$ cat config.mk
export PLATFORM = sky130hd
export DESIGN_NAME = rsq_sequencer
export DESIGN_NICKNAME = d
export VERILOG_FILES = /design/src/logic/rsq_pkg.sv /design/src/logic/rsq_sequencer.sv
export SDC_FILE = /design/constraint.sdc
export NUM_CORES = 1
export LEC_CHECK = 0
export BUFFER_PORTS_ARGS = -buffer_cell sky130_fd_sc_hd__buf_2
export CORE_MARGIN = 2
export CORE_UTILIZATION = 44
export CTS_CLUSTER_DIAMETER = 30
export DETAILED_ROUTE_END_ITERATION = 10
export GPL_TIMING_DRIVEN = 0
export HOLD_SLACK_MARGIN = 0.08
export PLACE_DENSITY = 0.72
export SLEW_MARGIN = 10
export SYNTH_ARGS = -nofsm -noshare
export SYNTH_HDL_FRONTEND = slang
export SYNTH_SLANG_ARGS = --single-unit
$ cat constraint.sdc
create_clock -name aclk -period 3.4 [get_ports aclk]
set_clock_uncertainty 0.05 [all_clocks]
set_input_delay 0.34 -clock aclk [delete_from_list [all_inputs] [get_ports aclk]]
set_output_delay 0.34 -clock aclk [all_outputs]
set_load 0.005 [all_outputs]
$ cat src/logic/rsq_pkg.sv
// rsq_pkg: constants, register map and state carriers for the rail sequencer.
// assumes one 10 MHz clock; registers sit behind an axi4-lite slave.
// What this block does
// - over 120C warning sets flag, asserts irq
// - over 145C disables converters, flag, irq
// - over 155C disables everything, flag, irq
// - resume after temperature drops 15C
// - ldo and buck1 start first, no delay
// - buck2 2ms after buck1, 2ms off-delay
// - external enable released when buck2 regulates
// - buck4 2ms after buck2, no off-delay
// - boost 2ms after buck4, long soft-start
// - buck3 last after boost, 3ms off-delay
// - system reset released 20ms after buck1
// - nothing starts before first rails-on high
// - rails-on low sleeps, high wakes again
// - select bit ORs pin and serial sleep
// - deep sleep drops buck2, buck3, boost, ext
// - scaling select picks buck2 setpoint
// - host may rewrite both setpoints
// - interrupt is active-low open drain
// - storage power-ok open drain output
// - two serial addresses 0x25 and 0x26
// - interrupt held while fault persists, read clears
// - reset low when controlling rail not ok
`default_nettype none
package rsq_pkg;
    localparam int unsigned CLK_HZ = 10_000_000;
    localparam int unsigned STEP_DELAY_MS = 2;
    localparam int unsigned RESET_DELAY_MS = 20;
    localparam int unsigned BUCK2_OFF_MS = 2;
    localparam int unsigned BUCK3_OFF_MS = 3;
    localparam int unsigned STEP_CYC = STEP_DELAY_MS * (CLK_HZ / 1000);
    localparam int unsigned RESET_CYC = RESET_DELAY_MS * (CLK_HZ / 1000);
    localparam int unsigned B2OFF_CYC = BUCK2_OFF_MS * (CLK_HZ / 1000);
    localparam int unsigned B3OFF_CYC = BUCK3_OFF_MS * (CLK_HZ / 1000);
    localparam logic [6:0] PM_ADDR = 7'h25;
    localparam logic [6:0] BK_ADDR = 7'h26;
    // byte offsets
    localparam logic [7:0] CTRL_OFS = 8'h00;
    localparam logic [7:0] STAT_OFS = 8'h04;
    localparam logic [7:0] PRIMARY_VOLTAGE_SETPOINT_OFS = 8'h08;
    localparam logic [7:0] ALTERNATE_VOLTAGE_SETPOINT_OFS = 8'h0C;
    localparam logic [7:0] TEMP_OFS = 8'h10;
    localparam logic [7:0] ADDR_OFS = 8'h14;
    // control bits
    localparam int CTRL_SLEEP_CMD = 0;
    localparam int CTRL_OR_SEL = 1;
    localparam int CTRL_PWR_OFF = 2;
    localparam logic [2:0] CTRL_RST = 3'h2;
    localparam logic [7:0] PRIMARY_VOLTAGE_SETPOINT_RST = 8'h00;
    localparam logic [7:0] ALTERNATE_VOLTAGE_SETPOINT_RST = 8'h00;
    // temperature thresholds in whole degrees
    localparam logic [7:0] T_WARN = 8'h78;
    localparam logic [7:0] T_CONV = 8'h91;
    localparam logic [7:0] T_TOTAL = 8'h9B;
    localparam logic [7:0] T_HYST = 8'h0F;
    localparam logic [1:0] RESP_OK = 2'h0;
    localparam logic [1:0] RESP_SLVERR = 2'h2;

    typedef enum {
        S_IDLE, S_B1, S_B2, S_B4, S_BOOST, S_B3, S_ON, S_SLEEP,
        S_OFF_B3, S_OFF_BOOST, S_OFF_B4, S_OFF_B2, S_OFF_B1
    } rsq_state_t;

    typedef struct packed {
        logic ldo;
        logic buck1;
        logic buck2;
        logic buck3;
        logic buck4;
        logic boost;
        logic bias;
    } rsq_rails_t;

    typedef struct packed {
        logic warn;
        logic conv;
        logic total;
    } rsq_therm_t;
endpackage : rsq_pkg
`default_nettype wire

$ cat src/logic/rsq_sequencer.sv
// rsq_sequencer: power sequence, thermal protection and status pins.
// assumes power-ok and temperature inputs are synchronous to aclk.
//
// The address map and the AXI4-Lite register port were decided locally.
`timescale 1ns/10ps
`default_nettype none
module rsq_sequencer
    import rsq_pkg::*;
#(
    parameter int unsigned STEP_CYCLES = STEP_CYC,
    parameter int unsigned RESET_CYCLES = RESET_CYC,
    parameter int unsigned B2OFF_CYCLES = B2OFF_CYC,
    parameter int unsigned B3OFF_CYCLES = B3OFF_CYC
) (
    input wire logic aclk,
    input wire logic aresetn,
    input wire logic [31:0] s_axi_awaddr,
    input wire logic s_axi_awvalid,
    output logic s_axi_awready,
    input wire logic [31:0] s_axi_wdata,
    input wire logic [3:0] s_axi_wstrb,
    input wire logic s_axi_wvalid,
    output logic s_axi_wready,
    output logic [1:0] s_axi_bresp,
    output logic s_axi_bvalid,
    input wire logic s_axi_bready,
    input wire logic [31:0] s_axi_araddr,
    input wire logic s_axi_arvalid,
    output logic s_axi_arready,
    output logic [31:0] s_axi_rdata,
    output logic [1:0] s_axi_rresp,
    output logic s_axi_rvalid,
    input wire logic s_axi_rready,
    input wire logic rails_on_request,
    input wire logic voltage_scaling_select,
    input wire logic [7:0] die_temp,
    input wire rsq_rails_t rail_power_ok,
    input wire logic storage_in_reg,
    output rsq_rails_t rail_enable,
    output logic [7:0] buck2_setpoint,
    output logic external_rail_enable_oe,
    output logic system_reset_out_n_oe,
    output logic interrupt_request_n_oe,
    output logic storage_power_ok_oe,
    output logic deep_sleep_state
);
    typedef struct packed {
        rsq_state_t st;
        logic [31:0] dly;
        logic [31:0] rst_cnt;
        logic started;
        rsq_rails_t en;
        rsq_therm_t act;
        rsq_therm_t flag;
        logic [2:0] ctrl;
        logic [7:0] primary_voltage_setpoint;
        logic [7:0] alternate_voltage_setpoint;
        logic [7:0] sp;
        logic ext_oe;
        logic rst_oe;
        logic irq_oe;
        logic str_oe;
        logic slp;
        logic aw_got;
        logic w_got;
        logic [7:0] awa;
        logic [31:0] wd;
        logic [3:0] ws;
        logic awr;
        logic wr;
        logic bv;
        logic [1:0] br;
        logic arr;
        logic rv;
        logic [31:0] rd;
        logic [1:0] rr;
    } rsq_regs_t;

    rsq_regs_t q_reg;
    rsq_regs_t q_next;

    function automatic logic [7:0] lane_merge(input logic [7:0] old, input logic [31:0] d,
                                              input logic [3:0] s);
        lane_merge = s[0] ? d[7:0] : old;
    endfunction : lane_merge

    // ------------------------------------------------------------------
    // next-state logic
    // ------------------------------------------------------------------
    always_comb begin
        logic sleep_req;
        logic conv_off;
        logic all_off;
        logic dly_done;
        logic b1_ctl_bad;
        logic [7:0] a;
        sleep_req = 1'b0;
        conv_off = 1'b0;
        all_off = 1'b0;
        dly_done = 1'b0;
        b1_ctl_bad = 1'b0;
        a = 8'h00;
        q_next = q_reg;
        q_next.awr = 1'b0;
        q_next.wr = 1'b0;
        q_next.arr = 1'b0;

        // --------------------------------------------------------------
        // thermal protection
        // --------------------------------------------------------------
        // thermal comparators with 15 degree hysteresis
        if (die_temp > T_WARN) q_next.act.warn = 1'b1;
        else if (die_temp <= T_WARN - T_HYST) q_next.act.warn = 1'b0;
        if (die_temp > T_CONV) q_next.act.conv = 1'b1;
        else if (die_temp <= T_CONV - T_HYST) q_next.act.conv = 1'b0;
        if (die_temp > T_TOTAL) q_next.act.total = 1'b1;
        else if (die_temp <= T_TOTAL - T_HYST) q_next.act.total = 1'b0;
        conv_off = q_reg.act.conv | q_reg.act.total;
        all_off = q_reg.act.total;

        // status read clears flags, but a live fault re-sets them: set wins
        q_next.flag = q_reg.flag | q_reg.act;

        if (rails_on_request) q_next.started = 1'b1;
        // sleep on pin low after start, or serial command when OR-select set
        sleep_req = (q_reg.started & ~rails_on_request)
                  | (q_reg.ctrl[CTRL_OR_SEL] & q_reg.ctrl[CTRL_SLEEP_CMD]);

        dly_done = (q_reg.dly == 32'd0);
        if (!dly_done) q_next.dly = q_reg.dly - 32'd1;

        // --------------------------------------------------------------
        // power sequence
        // --------------------------------------------------------------
        // a step reloads its timer while its trigger rail is not ok
        unique case (q_reg.st)
            S_IDLE: begin
                if (q_reg.started && !all_off && !q_reg.ctrl[CTRL_PWR_OFF]) begin
                    q_next.en.ldo = 1'b1;
                    q_next.en.buck1 = 1'b1;
                    q_next.en.bias = 1'b1;
                    q_next.st = S_B1;
                    q_next.dly = 32'(STEP_CYCLES);
                end
            end
            S_B1: begin
                if (!rail_power_ok.buck1) q_next.dly = 32'(STEP_CYCLES);
                else if (dly_done) begin
                    q_next.en.buck2 = 1'b1;
                    q_next.st = S_B2;
                    q_next.dly = 32'(STEP_CYCLES);
                end
            end
            S_B2: begin
                if (!rail_power_ok.buck2) q_next.dly = 32'(STEP_CYCLES);
                else if (dly_done) begin
                    q_next.en.buck4 = 1'b1;
                    q_next.st = S_B4;
                    q_next.dly = 32'(STEP_CYCLES);
                end
            end
            S_B4: begin
                if (!rail_power_ok.buck4) q_next.dly = 32'(STEP_CYCLES);
                else if (dly_done) begin
                    q_next.en.boost = 1'b1;
                    q_next.st = S_BOOST;
                    q_next.dly = 32'(STEP_CYCLES);
                end
            end
            S_BOOST: begin
                // boost soft-start is analog; we wait for its power-ok, then the STEP_CYCLES delay
                if (!rail_power_ok.boost) q_next.dly = 32'(STEP_CYCLES);
                else if (dly_done) begin
                    q_next.en.buck3 = 1'b1;
                    q_next.st = S_B3;
                end
            end
            S_B3: begin
                if (rail_power_ok.buck3) q_next.st = S_ON;
            end
            S_ON: begin
                if (sleep_req || conv_off || q_reg.ctrl[CTRL_PWR_OFF]) begin
                    q_next.st = S_OFF_B3;
                    q_next.dly = 32'(B3OFF_CYCLES);
                end
            end
            S_OFF_B3: begin
                if (dly_done) begin
                    q_next.en.buck3 = 1'b0;
                    q_next.st = S_OFF_BOOST;
                end
            end
            S_OFF_BOOST: begin
                q_next.en.boost = 1'b0;
                q_next.st = S_OFF_B4;
            end
            S_OFF_B4: begin
                // deep sleep keeps buck4 on
                if (!sleep_req || conv_off || q_reg.ctrl[CTRL_PWR_OFF])
                    q_next.en.buck4 = 1'b0;
                q_next.st = S_OFF_B2;
                q_next.dly = 32'(B2OFF_CYCLES);
            end
            S_OFF_B2: begin
                if (dly_done) begin
                    q_next.en.buck2 = 1'b0;
                    if (q_reg.en.buck4) q_next.st = S_SLEEP;
                    else q_next.st = S_OFF_B1;
                end
            end
            S_OFF_B1: begin
                if (conv_off) q_next.en.buck1 = 1'b0;
                if (all_off || q_reg.ctrl[CTRL_PWR_OFF]) begin
                    q_next.en = '0;
                    q_next.st = S_IDLE;
                end else if (!conv_off) begin
                    q_next.en = '0;
                    q_next.st = S_IDLE;
                end
            end
            S_SLEEP: begin
                if (conv_off || q_reg.ctrl[CTRL_PWR_OFF]) begin
                    q_next.st = S_OFF_B4;
                end else if (!sleep_req) begin
                    q_next.en.buck2 = 1'b1;
                    q_next.st = S_B2;
                    q_next.dly = 32'(STEP_CYCLES);
                end
            end
            default: q_next.st = S_IDLE;
        endcase
        // one exit path for any hot die, so the sequence cannot keep advancing
        if (conv_off) begin
            q_next.en.buck1 = 1'b0;
            q_next.en.buck2 = 1'b0;
            q_next.en.buck3 = 1'b0;
            q_next.en.buck4 = 1'b0;
            q_next.en.boost = 1'b0;
            q_next.en.bias = 1'b0;
            if (q_reg.st != S_IDLE && q_reg.st != S_OFF_B1) q_next.st = S_OFF_B1;
        end
        if (all_off) q_next.en = '0;
        q_next.slp = (q_next.st == S_SLEEP);

        // --------------------------------------------------------------
        // status pins
        // --------------------------------------------------------------
        // reset output: low while a controlling enabled rail is not ok
        b1_ctl_bad = q_reg.en.buck1 & ~rail_power_ok.buck1;
        if (!q_reg.en.buck1 || b1_ctl_bad) begin
            q_next.rst_cnt = 32'(RESET_CYCLES);
            q_next.rst_oe = 1'b1;
        end else if (q_reg.rst_cnt != 32'd0) begin
            q_next.rst_cnt = q_reg.rst_cnt - 32'd1;
        end else begin
            q_next.rst_oe = 1'b0;
        end

        q_next.ext_oe = ~(q_next.en.buck2 & rail_power_ok.buck2 & q_reg.en.buck2);
        q_next.irq_oe = |q_next.flag;
        q_next.str_oe = ~storage_in_reg;
        q_next.sp = voltage_scaling_select ? q_reg.alternate_voltage_setpoint : q_reg.primary_voltage_setpoint;

        // --------------------------------------------------------------
        // axi4-lite slave: address and data taken in either order
        // --------------------------------------------------------------
        if (s_axi_awvalid && !q_reg.aw_got && !q_reg.bv && !q_reg.awr) begin
            q_next.awr = 1'b1;
            q_next.aw_got = 1'b1;
            q_next.awa = s_axi_awaddr[7:0];
        end
        if (s_axi_wvalid && !q_reg.w_got && !q_reg.bv && !q_reg.wr) begin
            q_next.wr = 1'b1;
            q_next.w_got = 1'b1;
            q_next.wd = s_axi_wdata;
            q_next.ws = s_axi_wstrb;
        end
        if (q_reg.aw_got && q_reg.w_got && !q_reg.bv) begin
            q_next.aw_got = 1'b0;
            q_next.w_got = 1'b0;
            q_next.bv = 1'b1;
            q_next.br = RESP_OK;
            unique case (q_reg.awa)
                CTRL_OFS: q_next.ctrl = q_reg.ws[0] ? q_reg.wd[2:0] : q_reg.ctrl;
                PRIMARY_VOLTAGE_SETPOINT_OFS: q_next.primary_voltage_setpoint = lane_merge(q_reg.primary_voltage_setpoint, q_reg.wd, q_reg.ws);
                ALTERNATE_VOLTAGE_SETPOINT_OFS: q_next.alternate_voltage_setpoint = lane_merge(q_reg.alternate_voltage_setpoint, q_reg.wd, q_reg.ws);
                STAT_OFS, TEMP_OFS, ADDR_OFS: q_next.br = RESP_OK;
                default: q_next.br = RESP_SLVERR;
            endcase
        end
        if (q_reg.bv && s_axi_bready) q_next.bv = 1'b0;

        if (s_axi_arvalid && !q_reg.rv && !q_reg.arr) begin
            q_next.arr = 1'b1;
            q_next.rv = 1'b1;
            q_next.rr = RESP_OK;
            q_next.rd = 32'h0000_0000;
            a = s_axi_araddr[7:0];
            unique case (a)
                CTRL_OFS: q_next.rd = {29'h0, q_reg.ctrl};
                STAT_OFS: begin
                    q_next.rd = {17'h0, 4'(q_reg.st), rail_power_ok, ~q_reg.rst_oe, q_reg.flag};
                    q_next.flag = q_reg.act;
                end
                PRIMARY_VOLTAGE_SETPOINT_OFS: q_next.rd = {24'h0, q_reg.primary_voltage_setpoint};
                ALTERNATE_VOLTAGE_SETPOINT_OFS: q_next.rd = {24'h0, q_reg.alternate_voltage_setpoint};
                TEMP_OFS: q_next.rd = {24'h0, die_temp};
                ADDR_OFS: q_next.rd = {17'h0, BK_ADDR, 1'b0, PM_ADDR};
                default: q_next.rr = RESP_SLVERR;
            endcase
        end
        if (q_reg.rv && s_axi_rready) q_next.rv = 1'b0;
    end

    // ------------------------------------------------------------------
    // state register
    // ------------------------------------------------------------------
    always_ff @(posedge aclk) begin
        if (!aresetn) begin
            q_reg <= '0;
            q_reg.st <= S_IDLE;
            q_reg.ctrl <= CTRL_RST;
            q_reg.primary_voltage_setpoint <= PRIMARY_VOLTAGE_SETPOINT_RST;
            q_reg.alternate_voltage_setpoint <= ALTERNATE_VOLTAGE_SETPOINT_RST;
            q_reg.ext_oe <= 1'b1;
            q_reg.rst_oe <= 1'b1;
            q_reg.str_oe <= 1'b1;
        end else begin
            q_reg <= q_next;
        end
    end

    assign s_axi_awready = q_reg.awr;
    assign s_axi_wready = q_reg.wr;
    assign s_axi_bvalid = q_reg.bv;
    assign s_axi_bresp = q_reg.br;
    assign s_axi_arready = q_reg.arr;
    assign s_axi_rvalid = q_reg.rv;
    assign s_axi_rdata = q_reg.rd;
    assign s_axi_rresp = q_reg.rr;
    assign rail_enable = q_reg.en;
    assign buck2_setpoint = q_reg.sp;
    assign external_rail_enable_oe = q_reg.ext_oe;
    assign system_reset_out_n_oe = q_reg.rst_oe;
    assign interrupt_request_n_oe = q_reg.irq_oe;
    assign storage_power_ok_oe = q_reg.str_oe;
    assign deep_sleep_state = q_reg.slp;
endmodule : rsq_sequencer
`default_nettype wire

=== After elaboration in Yosys (flattened, before gate mapping) ===
Cells that the tools add are included.

* Mux-type cells: 68
* Bitwise logic cells: 14
* Reductions and logical operators: 64
* Equal/unequal tests: 34
* Add/sub/neg operators: 2
* Magnitude comparators: 6

{| class="wikitable"
|+ Operator list
! cell !! number
|-
| 32-bit two-way mux || 19
|-
| 32-bit one-hot mux with 13 select lines || 1
|-
| 64-bit two-way mux || 6
|-
| 32-bit one-hot mux with 8 select lines || 1
|-
| 32-bit by 4-bit == test with 1-bit output, second input constant || 6
|-
| 32-bit by 3-bit == test with 1-bit output, second input constant || 4
|-
| 15-bit one-hot mux with 6 select lines || 1
|-
| 32-bit by 2-bit == test with 1-bit output, second input constant || 2
|-
| 32-bit logical NOT || 2
|-
| 32-bit nonzero test || 2
|-
| 32-bit by 1-bit subtractor with 32-bit output, second input constant || 2
|-
| 18-bit two-way mux || 2
|-
| 36-bit two-way mux || 1
|-
| 32-bit by 1-bit == test with 1-bit output, second input constant || 1
|-
| 8-bit by 4-bit == test with 1-bit output, second input constant || 4
|-
| 8-bit by 5-bit == test with 1-bit output, second input constant || 4
|-
| 32-bit by 5-bit != test with 1-bit output, second input constant || 1
|-
| 1-bit two-way mux || 20
|-
| 2-bit != test, second input constant || 9
|-
| 8-bit by 3-bit == test with 1-bit output, second input constant || 2
|-
| 8-bit greater-than comparator, second input constant || 2
|-
| 8-bit <= comparator, second input constant || 2
|-
| 8-bit logical NOT || 2
|-
| 1-bit logical AND || 15
|-
| 28 further kinds || 77
|}

* Output and inout port bits: 61
* Register bits: 202
* Bits of input ports: 125

=== Longest topological paths before layout ===
Gate-level depths: netlist (run 1).

* Depth after elaboration: 13
* Gate-level depth with buffers: 10

=== Least setup slack after synthesis (run 1) ===
OpenSTA, ideal clock, no wires.

* Kind: register to register
* Start point: register q_reg[184] in the netlist's numbering
* End point: register q_reg[196] in the netlist's numbering
* Arrival: 2.621 ns
* Path buffers: 1
* Cell stages (with the launch flop): 8
* Required time: 3.279 ns
* Clock period less this slack: 2.742 ns
* Slack: 0.658 ns
* Cells stage by stage: dfxtp_1 > or4_1 > buf_2 > or4b_4 > or4_4 > or2_4 > or4_1 > a21oi_1

* Cells in the longest elaborated chain, start to end: 5
* Elaborated cells on any way between the ends: 15
* Those cells by class: 1 x add/sub; 13 x mux; 1 x reduce/logical

{| class="wikitable"
|+ Ends and longest elaborated chain
! element !! RTL line !! text
|-
| start: declaration || rsq_sequencer.sv:79 || <nowiki>rsq_regs_t q_reg;</nowiki>
|-
| start signal: assignment || rsq_sequencer.sv:329 || <nowiki>q_reg <= q_next;</nowiki>
|-
| 32-bit by 1-bit subtractor with 32-bit output / 32-bit logical NOT (equally long branches) || rsq_sequencer.sv:130, rsq_sequencer.sv:129 ||
|-
| 32-bit two-way mux || rsq_sequencer.sv:130 || <nowiki>if (!dly_done) q_next.dly = q_reg.dly - 32'd1;</nowiki>
|-
| 64-bit two-way mux, on equally long branches || - ||
|-
| 32-bit two-way mux, on equally long branches || - ||
|-
| 32-bit one-hot mux with 8 select lines * || rsq_sequencer.sv:136 || <nowiki>unique case (q_reg.st)</nowiki>
|}

Every way passes the cells marked *; elsewhere a longest branch is shown, timed or not.
A chain may end at the register's enable or synchronous reset.

=== Final worst setup path (run 1) ===
* Start point: register q_reg[184] in the netlist's numbering
* End point: register q_reg (netlist bit deep_sleep_state)

* Cells in the longest elaborated chain, start to end: 7
* Elaborated cells on any way between the ends: 15
* Those cells by class: 1 x eq/ne; 13 x mux; 1 x reduce/logical

{| class="wikitable"
|+ Ends and longest elaborated chain
! element !! RTL line !! text
|-
| 32-bit logical NOT * || rsq_sequencer.sv:129 || <nowiki>dly_done = (q_reg.dly == 32'd0);</nowiki>
|-
| 32-bit two-way mux (tied with other cells) || rsq_sequencer.sv:173 || <nowiki>else if (dly_done) begin</nowiki>
|-
| 32-bit two-way mux, on equally long branches || - ||
|-
| 32-bit one-hot mux with 13 select lines * || rsq_sequencer.sv:136 ||
|-
| 32-bit two-way mux || rsq_sequencer.sv:240 || <nowiki>if (q_reg.st != S_IDLE && q_reg.st != S_OFF_B1) q_next.st = S_OFF_B1;</nowiki>
|-
| 32-bit two-way mux * || rsq_sequencer.sv:233 || <nowiki>if (conv_off) begin</nowiki>
|-
| 32-bit by 4-bit == test with 1-bit output * || rsq_sequencer.sv:243 || <nowiki>q_next.slp = (q_next.st == S_SLEEP);</nowiki>
|}

Marked as above.

==> results.tsv, run 1 <==
stage	metric	value	unit
timing	Tmin final	3.18	ns
floorplan	die width	143	microns
timing	Post-Route Setup TNS	0	ns
logic_synthesis	Mapped Area	0.00846	sq mm
final_layout	max FFs per register	141	
placement	dpl hpwl	16.1	mm
timing	hold slack	0.0938	ns
clock_network	Clock Tree Buf Depth	2	
placement	GPL Wtd Cong	0.984	
critical_path	Worst EP arrival	3.43	ns
placement	IO buf count	87	
timing	Final WS setup	0.223	ns
timing	relative slew slack	40.4	%
critical_path	worst-case reg-to-reg path depth	8	
critical_path	Critical R2R Launch	q_reg[184]$_SDFF_PN0_	
final_layout	fill cell count	1788	
final_layout	share of post-route cells with drive strength above 1	17.7	%
drt	DRC viols	0	
logic_synthesis	top_reg_cell synth	dfxtp_1	
timing	endpoints failing hold	0	
drt	drt via density	5.61	
power_and_ir_drop	VDD IR max	377	uV
run	number of max-cap violations	0	
clock_network	H-Tree Depth	4	
logic_synthesis	synth top area cells	dfxtp_1 43%, a21oi_1 5.4%, nand2_1 4.8%	
floorplan	Initial Utilization	45.1	%
power_and_ir_drop	Pleak	4.00	nW
drt	Detail Route Antenna Nets	0	
placement	pre-CTS WS	0.218	ns
drt	WL final	22.4	mm
clock_network	clk_lat worst skew	0.44	ns
critical_path	critical path capture point type	flip-flop	
critical_path	Setup CP Type	reg2reg	
worst_hold_path	Hold EP	q_reg[83]$_SDFFE_PN0P_	
worst_hold_path	Hold Startpoint	s_axi_awaddr[6]	
logic_synthesis	top cell type by total area after synthesis	dfxtp_1	
global_route	initial antenna violation count	0	
floorplan	Row Count	50	
timing	fmax	315	MHz
timing	Slew Viols, Final	0	
drt	Avg WL per Cell	15.8	microns
logic_synthesis	Synth top cells by count	183 x dfxtp_1, 108 x nand2_1, 99 x nor2_1, 92 x a21oi_1, 51 x buf_4	
worst_hold_path	hold path depth	3	
floorplan	core area	0.0188	sq mm
global_route	vias in the first global route	7083	
clock_network	CTS tree	yes	
critical_path	capture point of the worst reg-to-reg path	deep_sleep_state$_SDFF_PN0_	
outcome	status	completed	
power_and_ir_drop	Power Dens Cells	627	mW/mm^2
drt	TritonRoute pass-1 iters	5	
critical_path	CP required	3.65	ns
floorplan	die area	0.0203	sq mm
global_route	total track usage	22.0	%
logic_synthesis	register area share after synthesis	43.3	%
critical_path	CP startpoint kind	flip-flop	
timing	Worst Tran Pin Value	0.891	ns
logic_synthesis	Yosys cell types	77	
logic_synthesis	asr flop ratio synth	0	%
logic_synthesis	Yosys reg bits	183	
logic_synthesis	count leader, synth	dfxtp_1	
final_layout	Area growth syn-to-layout	19.5	%
clock_network	Reg clk slew, reported paths	0.07	ns
clock_network	CTS buffer count	17	
final_layout	ANT cells	0	
global_route	total grt overflow	0	
global_route	largest net degree at the start of global routing	19	
timing	Tcrit/Tclk final	93.4	%
logic_synthesis	synthesized area per cell	8.41	sq um
logic_synthesis	Mapped Cells	1006	
logic_synthesis	yosys warns	0	
logic_synthesis	number of flops mapped to enable cells by yosys	0	
global_route	first-pass GRT wire length	35.6	mm
timing	RSZ-0062 raised after global routing	no	
drt	First DRT Iteration DRCs	672	
logic_synthesis	Synth top area share	43.3	%
floorplan	IO Pins	186	
floorplan	Die H	143	microns
clock_network	clock sinks	183	
power_and_ir_drop	total power	0.00634	W
clock_network	Root Driver	clkbuf_16	
final_layout	Final nets	1301	
worst_hold_path	hold crit path type	in2reg	
critical_path	crit path max fanout	10	
critical_path	r2r setup slk	0.22	ns
timing	# setup viols final	0	
drt	via count	7955	
[area by class of cell]
type                    instances  area (sq um)  share of cell area [%]
clock buffers                  18           429                    4.25
well taps                     234           293                    2.90
clock inverters                14           160                    1.58
inverters                      16          60.1                   0.594
plain buffers                 103           582                    5.76
multi-input cells             750          4350                    43.1
repair buffers                101           564                    5.58
flip-flops and latches        183          3660                    36.3
[critical path, stage by stage (launching register included)]
cell and delay, ns:
dfxtp_1 0.35, or4_1 0.51, buf_2 0.17, nand4b_2 0.36, nor3_4 0.50, inv_1 0.18, or3_1 0.37, a222oi_1 0.45
a2111oi_2 0.10
[cells by family after synthesis]
family                   share of synthesized area [%]
flip-flops                                        43.3
AND/OR/NAND/NOR                                   24.4
other                                           0.0443
multiplexers                                      2.68
AO/OA/AOI/OAI                                     18.9
adder cells (fa/ha/maj)                          0.592
buffers and inverters                             7.59
XOR/XNOR                                          2.49
[how the worst max path moves through the flow]
stage | startpoint | end | slack, ns | depth (start not counted)
floorplan | q_reg[184]$_SDFF_PN0_ | q_reg[196]$_SDFF_PN0_ | 0.66 | 7
detailed placement | q_reg[184]$_SDFF_PN0_ | q_reg[168]$_SDFF_PN0_ | 0.22 | 8
finish | q_reg[184]$_SDFF_PN0_ | deep_sleep_state$_SDFF_PN0_ | 0.22 | 8
global placement | q_reg[184]$_SDFF_PN0_ | q_reg[168]$_SDFF_PN0_ | 0.23 | 8
CTS | q_reg[151]$_SDFFE_PP0P_ | q_reg[164]$_SDFFE_PP0P_ | 0.18 | 8
global route | q_reg[184]$_SDFF_PN0_ | q_reg[174]$_SDFF_PN0_ | 0.05 | 8
[report_power, final]
| group | switching, W | internal [W] | leakage, nW |
|---|---|---|---|
| Combinational | 0.00105 | 0.000787 | 2.23 |
| Sequential | 0.000181 | 0.00236 | 1.50 |
| Clock | 0.000923 | 0.00105 | 0.280 |
| Total | 0.00215 | 0.00419 | 4.00 |
[per-layer routing]
layer	track usage (%)	share of wire, %
met1	28.5	44
met4	11.2	3.9
met5	0	0
met3	4.59	6.3
met2	34.9	46
[cell usage in the layout, fill, tap and decap left out, types with 5 or more instances in the layout]
cell type,netlist,routed
dlygate4sd3_1,0,11
a31oi_1,9,9
clkbuf_1,46,47
o21a_1,5,5
conb_1,1,47
mux2i_1,17,17
inv_8,0,5
o31ai_1,16,16
buf_4,51,53
nand3_1,25,25
a21oi_1,92,92
nand2_1,108,108
buf_2,3,90
nand3b_1,5,5
dfxtp_1,183,183
a22oi_1,10,10
xnor2_1,9,9
clkbuf_16,0,17
or4_1,14,14
xor2_1,15,15
a22o_1,5,5
nor2_1,99,99
nor2b_1,6,6
o2111ai_1,5,5
nand4_1,15,15
and3_1,8,8
or3_1,25,25
o21ai_0,46,45
or2_2,5,5
o31a_1,9,9
a211oi_1,10,10
nor3_1,32,32
or3_2,5,5
nor4_1,22,21
nand2b_1,6,6
inv_1,15,15
[stage by stage]
step | cell area [sq um] | utilization [%] | cells
floorplan | 8630 | - | 1052
global placement | 9360 | 49.9 | 1373
detailed placement | 9370 | 49.9 | 1374
CTS | 10100 | 53.7 | 1417
global route | 10100 | 53.8 | 1419
finish | 10100 | 53.8 | 1419
[timing repair]
| item | 4_1_cts | 5_1_grt |
|---|---|---|
| hold buffers | 11 | 0 |
| resized for setup | 0 | 4 |
| endpoints found under the hold margin | 11 | 0 |
| buffers inserted | 0 | 2 |
| endpoints found under the setup margin | 0 | 25 |
Power figures use the tool's default switching activity.
==> inputs of run 2 (changes only) <==
--- a/config.mk
+++ b/config.mk
@@ -5,6 +5,7 @@
 export SDC_FILE = /design/constraint.sdc
 export NUM_CORES = 1
 export LEC_CHECK = 0
+export ABC_AREA = 1
 export BUFFER_PORTS_ARGS = -buffer_cell sky130_fd_sc_hd__buf_2
 export CORE_MARGIN = 2
 export CORE_UTILIZATION = 44
@@ -12,7 +13,7 @@
 export DETAILED_ROUTE_END_ITERATION = 10
 export GPL_TIMING_DRIVEN = 0
 export HOLD_SLACK_MARGIN = 0.08
-export PLACE_DENSITY = 0.72
+export PLACE_DENSITY = 0.71
 export SLEW_MARGIN = 10
 export SYNTH_ARGS = -nofsm -noshare
 export SYNTH_HDL_FRONTEND = slang
==> constraint.sdc (replaced) <==
create_clock -name aclk -period 3.4 [get_ports aclk]
set_clock_uncertainty 0.05 [all_clocks]
set_input_delay 0.68 -clock aclk [delete_from_list [all_inputs] [get_ports aclk]]
set_output_delay 0.68 -clock aclk [all_outputs]
set_load 0.005 [all_outputs]
==> run 2 against run 1 <==
Clock-buffer cell count fell by 1. Critical endpoint is now q_reg[144]$_SDFFE_PN0P_. Cell count grew 20%. Sequential cell count did not move. Highest routed layer unchanged. Area after synthesis rose by 8.7%. Clock power is 3% higher. Non-clock buffer count shrank 36. Worst setup slack improved by 0.81 ns. Synthesized cell count rose by 26%. Register-to-register slack improved by 0.81 ns. Largest cell class unchanged. Sequential power hardly changed. Critical path type unchanged.
==> results.tsv, run 2 <==
stage	metric	value	unit
floorplan	core area	0.0204	sq mm
critical_path	crit path from	q_reg[133]$_SDFFE_PP0P_	
logic_synthesis	Yosys reg bits	183	
clock_network	CTS buffer count	17	
timing	relative slew slack	43.4	%
logic_synthesis	asr flop ratio synth	0	%
global_route	total track usage	21.8	%
logic_synthesis	Mapped Area	0.00920	sq mm
critical_path	critical path capture point type	flip-flop	
logic_synthesis	top_reg_cell synth	dfxtp_1	
logic_synthesis	Mapped Cells	1265	
drt	Avg WL per Cell	13.8	microns
power_and_ir_drop	Pleak	4.99	nW
critical_path	Setup CP Type	reg2reg	
global_route	first-pass GRT wire length	38.8	mm
clock_network	setup bufs post-CTS	0	
clock_network	Clock Tree Buf Depth	2	
drt	drt via density	4.93	
power_and_ir_drop	Net Switching	0.00268	W
final_layout	fin area	0.0108	sq mm
logic_synthesis	top cell type by total area after synthesis	dfxtp_1	
placement	GPL Wtd Cong	0.934	
critical_path	crit-path cells	inv_1 > ha_1 > nand2_1 > nor2_2 > nand3_1 > nor3_2 > nand2_2 > nand3_2 > o21ai_0 > a21oi_1 > nor2_1	
final_layout	Final nets	1550	
critical_path	CP startpoint kind	flip-flop	
timing	Tmin final	2.37	ns
final_layout	Finished Core Util	53.0	%
timing	Tcrit/Tclk final	69.7	%
logic_synthesis	Synth top area share	39.8	%
power_and_ir_drop	Net Sw Frac	38.9	%
power_and_ir_drop	share of power burned in registers	37.1	%
logic_synthesis	yosys warns	0	
critical_path	critical path's largest stage delay	0.36	ns
global_route	vias in the first global route	7846	
floorplan	Row Count	52	
logic_synthesis	Yosys cell types	55	
outcome	status	completed	
drt	WL final	23.5	mm
placement	area of placed instances	0.0102	sq mm
final_layout	max FFs per register	141	
final_layout	Area growth syn-to-layout	17.4	%
logic_synthesis	synthesized area per cell	7.27	sq um
final_layout	Non-Filler Instances	1705	
clock_network	H-Tree Depth	4	
worst_hold_path	hold crit path type	in2reg	
clock_network	Reg clk slew, reported paths	0.08	ns
floorplan	IO Pins	186	
floorplan	die area	0.0221	sq mm
drt	via count	8401	
critical_path	CP max stage cell	dfxtp_1	
timing	Slew Viols, Final	0	
critical_path	crit path max fanout	9	
drt	DRC viols	0	
floorplan	Die H	149	microns
logic_synthesis	number of flops mapped to enable cells by yosys	0	
critical_path	Worst EP arrival	2.62	ns
power_and_ir_drop	Logic pwr share	33.7	%
clock_network	CTS tree	yes	
power_and_ir_drop	Power Dens Cells	639	mW/mm^2
critical_path	Critical R2R Launch	q_reg[133]$_SDFFE_PP0P_	
final_layout	share of post-route cells with drive strength above 1	19.7	%
run	number of max-cap violations	0	
placement	IO buf count	91	
timing	endpoints failing hold	0	
power_and_ir_drop	VDD IR max	309	uV
timing	Post-Route Setup TNS	0	ns
timing	hold slack	0.348	ns
logic_synthesis	count leader, synth	nor2_1	
timing	# setup viols final	0	
placement	dpl hpwl	18.3	mm
final_layout	commonest cells after routing, fill and taps aside	255 x nor2_1, 220 x nand2_1, 183 x dfxtp_1, 100 x inv_1, 94 x buf_2	
logic_synthesis	synth top area cells	dfxtp_1 40%, nor2_1 10%, nand2_1 9.0%	
global_route	total grt overflow	0	
power_and_ir_drop	clock power share	29.2	%
clock_network	Root Driver	clkbuf_16	
drt	TritonRoute pass-1 iters	5	
drt	Detail Route Antenna Nets	0	
placement	placed cell count	1672	
clock_network	hold buffer count at cts	0	
logic_synthesis	register area share after synthesis	39.8	%
drt	First DRT Iteration DRCs	564	
clock_network	post-CTS sizing	0	
floorplan	Initial Utilization	45.2	%
global_route	largest net degree at the start of global routing	22	
power_and_ir_drop	Pint	0.00421	W
timing	fmax	422	MHz
critical_path	CP required	3.65	ns
logic_synthesis	Synth top cells by count	255 x nor2_1, 220 x nand2_1, 183 x dfxtp_1, 100 x inv_1, 58 x a21oi_1	
clock_network	clk_lat worst skew	0.44	ns
timing	RSZ-0062 raised after global routing	no	
final_layout	commonest non-fill, non-tap cell in the layout	nor2_1	
worst_hold_path	Hold Startpoint	storage_in_reg	
clock_network	clock sinks	183	
timing	Worst Tran Pin Value	0.849	ns
global_route	initial antenna violation count	1	
floorplan	die width	149	microns
[run 2: changes by cell type after synthesis, moves of 13 or more]
cell / previous run / this run
o31ai_1: 16 / 0
or4_1: 14 / 0
nand2_1: 108 / 220
mux2i_1: 17 / 0
a21oi_1: 92 / 58
or3_1: 25 / 0
inv_2: 1 / 14
nand3_1: 25 / 57
clkbuf_1: 46 / 18
nand4_1: 15 / 29
inv_1: 15 / 100
nor2_1: 99 / 255
nor2_2: 0 / 18
[run 2: critical path, delay by kind of cell, from the launching register on]
kind	cells	cell delay [ns]
AND/OR/NAND/NOR	7	1.11
flip-flops	1	0.36
adder cells (fa/ha/maj)	1	0.35
AO/OA/AOI/OAI	2	0.21
buffers and inverters	1	0.15
[run 2: metal layers]
layer | part of all wire (%) | GRT usage [%] | vias to the layer above | wire length (microns)
met5 | 0 | 0 | - | 0
met3 | 5.0 | 4.69 | 34 | 1180
met4 | 2.4 | 7.19 | 0 | 560
met1 | 47 | 29.0 | 3795 | 11000
li1 | - | - | 4347 | -
met2 | 46 | 35.4 | 225 | 10800
[run 2: cell type report]
cell class | instances | area, sq um
Inverter | 121 | 458
Tap cell | 270 | 338
Antenna cell | 1 | 2.50
Fill cell | 1989 | 9570
Buffer | 77 | 526
Sequential cell | 183 | 3660
Clock buffer | 17 | 425
Timing Repair Buffer | 91 | 455
Clock inverter | 15 | 203
Multi-Input combinational cell | 930 | 4720
[run 2: worst paths after layout]
check                                        end  slack, ns  cells past startpoint
setup / recovery         q_reg[144]$_SDFFE_PN0P_       1.03                     11
hold / removal    storage_power_ok_oe$_SDFF_PN1_       0.35                      2
setup reg to reg         q_reg[144]$_SDFFE_PN0P_       1.03                     11
hold reg to reg           q_reg[82]$_SDFFE_PN0P_       0.41                      2
[run 2: through the flow]
step | worst slack, ns | total power (W)
global placement | 0.978 | 0.00487
finish | 1.03 | 0.00690
floorplan | 1.46 | 0.00439
global route | 0.793 | 0.00737
CTS | 1.04 | 0.00693
detailed placement | 0.922 | 0.00490
[run 2: power groups by stage]
stage	combinational, W	clock [W]	sequential, W
6_report	0.00232	0.00202	0.00256
5_1_grt	0.00263	0.00214	0.00259
3_3_place_gp	0.00227	0	0.00260
4_1_cts	0.00231	0.00206	0.00256
3_5_place_dp	0.00229	0	0.00260
2_1_floorplan	0.00184	0	0.00256
[run 2: cells by family (layout without fill, tap and decap cells)]
kind of cell,count (synthesis),in the layout,synth area share [%]
AO/OA/AOI/OAI,161,161,10.4
XOR/XNOR,40,40,3.81
adder cells (fa/ha/maj),4,4,0.544
buffers and inverters,198,321,10.7
flip-flops,183,183,39.8
other,1,48,0.0408
AND/OR/NAND/NOR,678,678,34.6
==> inputs of run 3 (changes only) <==
==> constraint.sdc (replaced) <==
create_clock -name aclk -period 2.3 [get_ports aclk]
set_clock_uncertainty 0.05 [all_clocks]
set_input_delay 0.46 -clock aclk [delete_from_list [all_inputs] [get_ports aclk]]
set_output_delay 0.46 -clock aclk [all_outputs]
set_load 0.005 [all_outputs]
==> run 3 against run 2 <==
Cell count grew 0.12%. Non-clock buffer count grew 2. First-iteration DRC count shrank 17%.
==> results.tsv, run 3 (synthesis results as in run 2) <==
stage	metric	value	unit
floorplan	die area	0.0221	sq mm
critical_path	crit-path cells	inv_4 > ha_2 > nand3_1 > nor2_1 > nand2_2 > nor2_8 > inv_2 > ha_1 > inv_1 > o211ai_1 > nand3_1 > nor2_1 > a21oi_1	
clock_network	CTS buffer count	17	
clock_network	CTS tree	yes	
outcome	status	completed	
critical_path	Worst EP arrival	2.37	ns
timing	Slew Viols, Final	0	
critical_path	crit path from	q_reg[165]$_SDFF_PN0_	
drt	WL final	23.6	mm
critical_path	CP max stage cell	dfxtp_1	
critical_path	critical path capture point type	flip-flop	
critical_path	worst-case reg-to-reg path depth	13	
critical_path	Setup CP Type	reg2reg	
placement	dpl hpwl	18.3	mm
drt	drt via density	4.95	
clock_network	Clock Tree Buf Depth	2	
power_and_ir_drop	VDD IR max	455	uV
critical_path	Critical R2R Launch	q_reg[165]$_SDFF_PN0_	
critical_path	critical path's largest stage delay	0.35	ns
drt	M1 WL	11.0	mm
run	number of max-cap violations	0	
timing	Worst Tran Pin Value	0.855	ns
worst_hold_path	hold crit path type	in2reg	
critical_path	capture point of the worst reg-to-reg path	q_reg[165]$_SDFF_PN0_	
timing	relative slew slack	43.0	%
timing	RSZ-0062 raised after global routing	no	
floorplan	die width	149	microns
floorplan	core area	0.0204	sq mm
timing	Final WS setup	0.187	ns
power_and_ir_drop	Logic pwr share	33.9	%
placement	GPL Wtd Cong	0.934	
timing	Post-Route Setup TNS	0	ns
power_and_ir_drop	share of power burned in registers	37.0	%
final_layout	Final nets	1552	
drt	DRC viols	0	
final_layout	max FFs per register	141	
floorplan	Die H	149	microns
final_layout	Area growth syn-to-layout	17.8	%
floorplan	Initial Utilization	45.2	%
final_layout	commonest cells after routing, fill and taps aside	255 x nor2_1, 220 x nand2_1, 183 x dfxtp_1, 98 x inv_1, 94 x buf_2	
global_route	first-pass GRT wire length	38.8	mm
floorplan	IO Pins	186	
clock_network	Reg clk slew, reported paths	0.08	ns
power_and_ir_drop	Pint	0.00626	W
power_and_ir_drop	Net Sw Frac	38.9	%
drt	Avg WL per Cell	13.8	microns
drt	First DRT Iteration DRCs	469	
global_route	largest net degree at the start of global routing	22	
final_layout	commonest non-fill, non-tap cell in the layout	nor2_1	
power_and_ir_drop	clock power share	29.1	%
clock_network	H-Tree Depth	4	
power_and_ir_drop	Net Switching	0.00398	W
power_and_ir_drop	Power Dens Cells	945	mW/mm^2
timing	endpoints failing hold	0	
final_layout	Non-Filler Instances	1707	
timing	# setup viols final	0	
placement	pre-CTS WS	-0.0308	ns
global_route	total track usage	21.8	%
clock_network	clk_lat worst skew	0.44	ns
drt	met2 wire length	10.9	mm
placement	placed cell count	1672	
drt	Detail Route Antenna Nets	0	
global_route	initial antenna violation count	1	
floorplan	Row Count	52	
global_route	total grt overflow	0	
drt	met3 wire len	1.13	mm
final_layout	fill cell count	1982	
drt	top layer in use	met4	
placement	area of placed instances	0.0102	sq mm
critical_path	r2r setup slk	0.19	ns
final_layout	share of post-route cells with drive strength above 1	20.1	%
timing	fmax	473	MHz
worst_hold_path	Hold Startpoint	storage_in_reg	
worst_hold_path	Hold EP	storage_power_ok_oe$_SDFF_PN1_	
drt	TritonRoute pass-1 iters	5	
clock_network	clock sinks	183	
clock_network	Root Driver	clkbuf_16	
critical_path	crit path max fanout	7	
critical_path	CP required	2.55	ns
global_route	vias in the first global route	7850	
worst_hold_path	hold path depth	2	
power_and_ir_drop	total power	0.0102	W
final_layout	fin area	0.0108	sq mm
drt	via count	8442	
placement	IO buf count	91	
critical_path	CP startpoint kind	flip-flop	
power_and_ir_drop	Pleak	5.00	nW
timing	Tmin final	2.11	ns
timing	Tcrit/Tclk final	91.9	%
## run 3: cell types whose count changed in the layout (fill, tap and decap cells not counted)
cell	delta
ha_1	-2
inv_1	-2
nor2_2	-1
nor2_4	+1
ha_4	+1
inv_2	+1
buf_4	+2
inv_4	+1
ha_2	+1
## run 3: power by group through the flow
stage / logic, W / clock network [W] / registers (W)
after detailed placement: 0.00339 / 0 / 0.00385
final: 0.00347 / 0.00298 / 0.00379
after floorplan: 0.00272 / 0 / 0.00378
after CTS: 0.00342 / 0.00305 / 0.00378
after global routing: 0.00393 / 0.00317 / 0.00383
after global placement: 0.00336 / 0 / 0.00384
## run 3: metrics by stage
| stage | hold slack [ns] | util (%) |
|---|---|---|
| after floorplan | 0.380 | - |
| after global placement | 0.395 | 49.9 |
| after detailed placement | 0.405 | 49.9 |
| after CTS | 0.109 | 53.0 |
| after global routing | 0.102 | 53.2 |
| final | 0.128 | 53.2 |
## run 3: repair_timing
| item | CTS | global route |
|---|---|---|
| hold buffers | 0 | 0 |
| pin swaps | 0 | 1 |
| endpoints found under the setup margin | 6 | 11 |
| resized for setup | 2 | 5 |
| buffers inserted | 0 | 2 |
## run 3: final cells by class
class	instances	area, sq um	share of cell area, %
repair buffers	93	470	4.34
inverters	121	460	4.25
flip-flops and latches	183	3660	33.8
diodes	1	2.50	0.0231
clock inverters	15	203	1.87
clock buffers	17	425	3.93
plain buffers	77	526	4.85
well taps	270	338	3.12
multi-input cells	930	4740	43.8
## run 3: how the worst max path moves through the flow
| stage | to | slack (ns) |
|---|---|---|
| floorplan | q_reg[165]$_SDFF_PN0_ | 0.36 |
| global placement | q_reg[144]$_SDFFE_PN0P_ | -0.008 |
| detailed placement | q_reg[165]$_SDFF_PN0_ | -0.03 |
| CTS | q_reg[144]$_SDFFE_PN0P_ | 0.04 |
| global route | q_reg[165]$_SDFF_PN0_ | 0.001 |
| finish | q_reg[165]$_SDFF_PN0_ | 0.19 |
## run 3: critical path, delay by kind of cell (launching register included)
family	cells	cell delay [ns]
DFF	1	0.35
and+or+nand+nor	6	0.67
adders and majority gates	2	0.47
buffers and inverters	3	0.26
AOI/OAI and AO/OA	2	0.17
## run 3: metal layers
layer,up-vias,global-route usage [%]
met3,34,4.69
met1,3828,29.0
li1,4350,-
met5,-,0
met2,230,35.4
met4,0,7.19
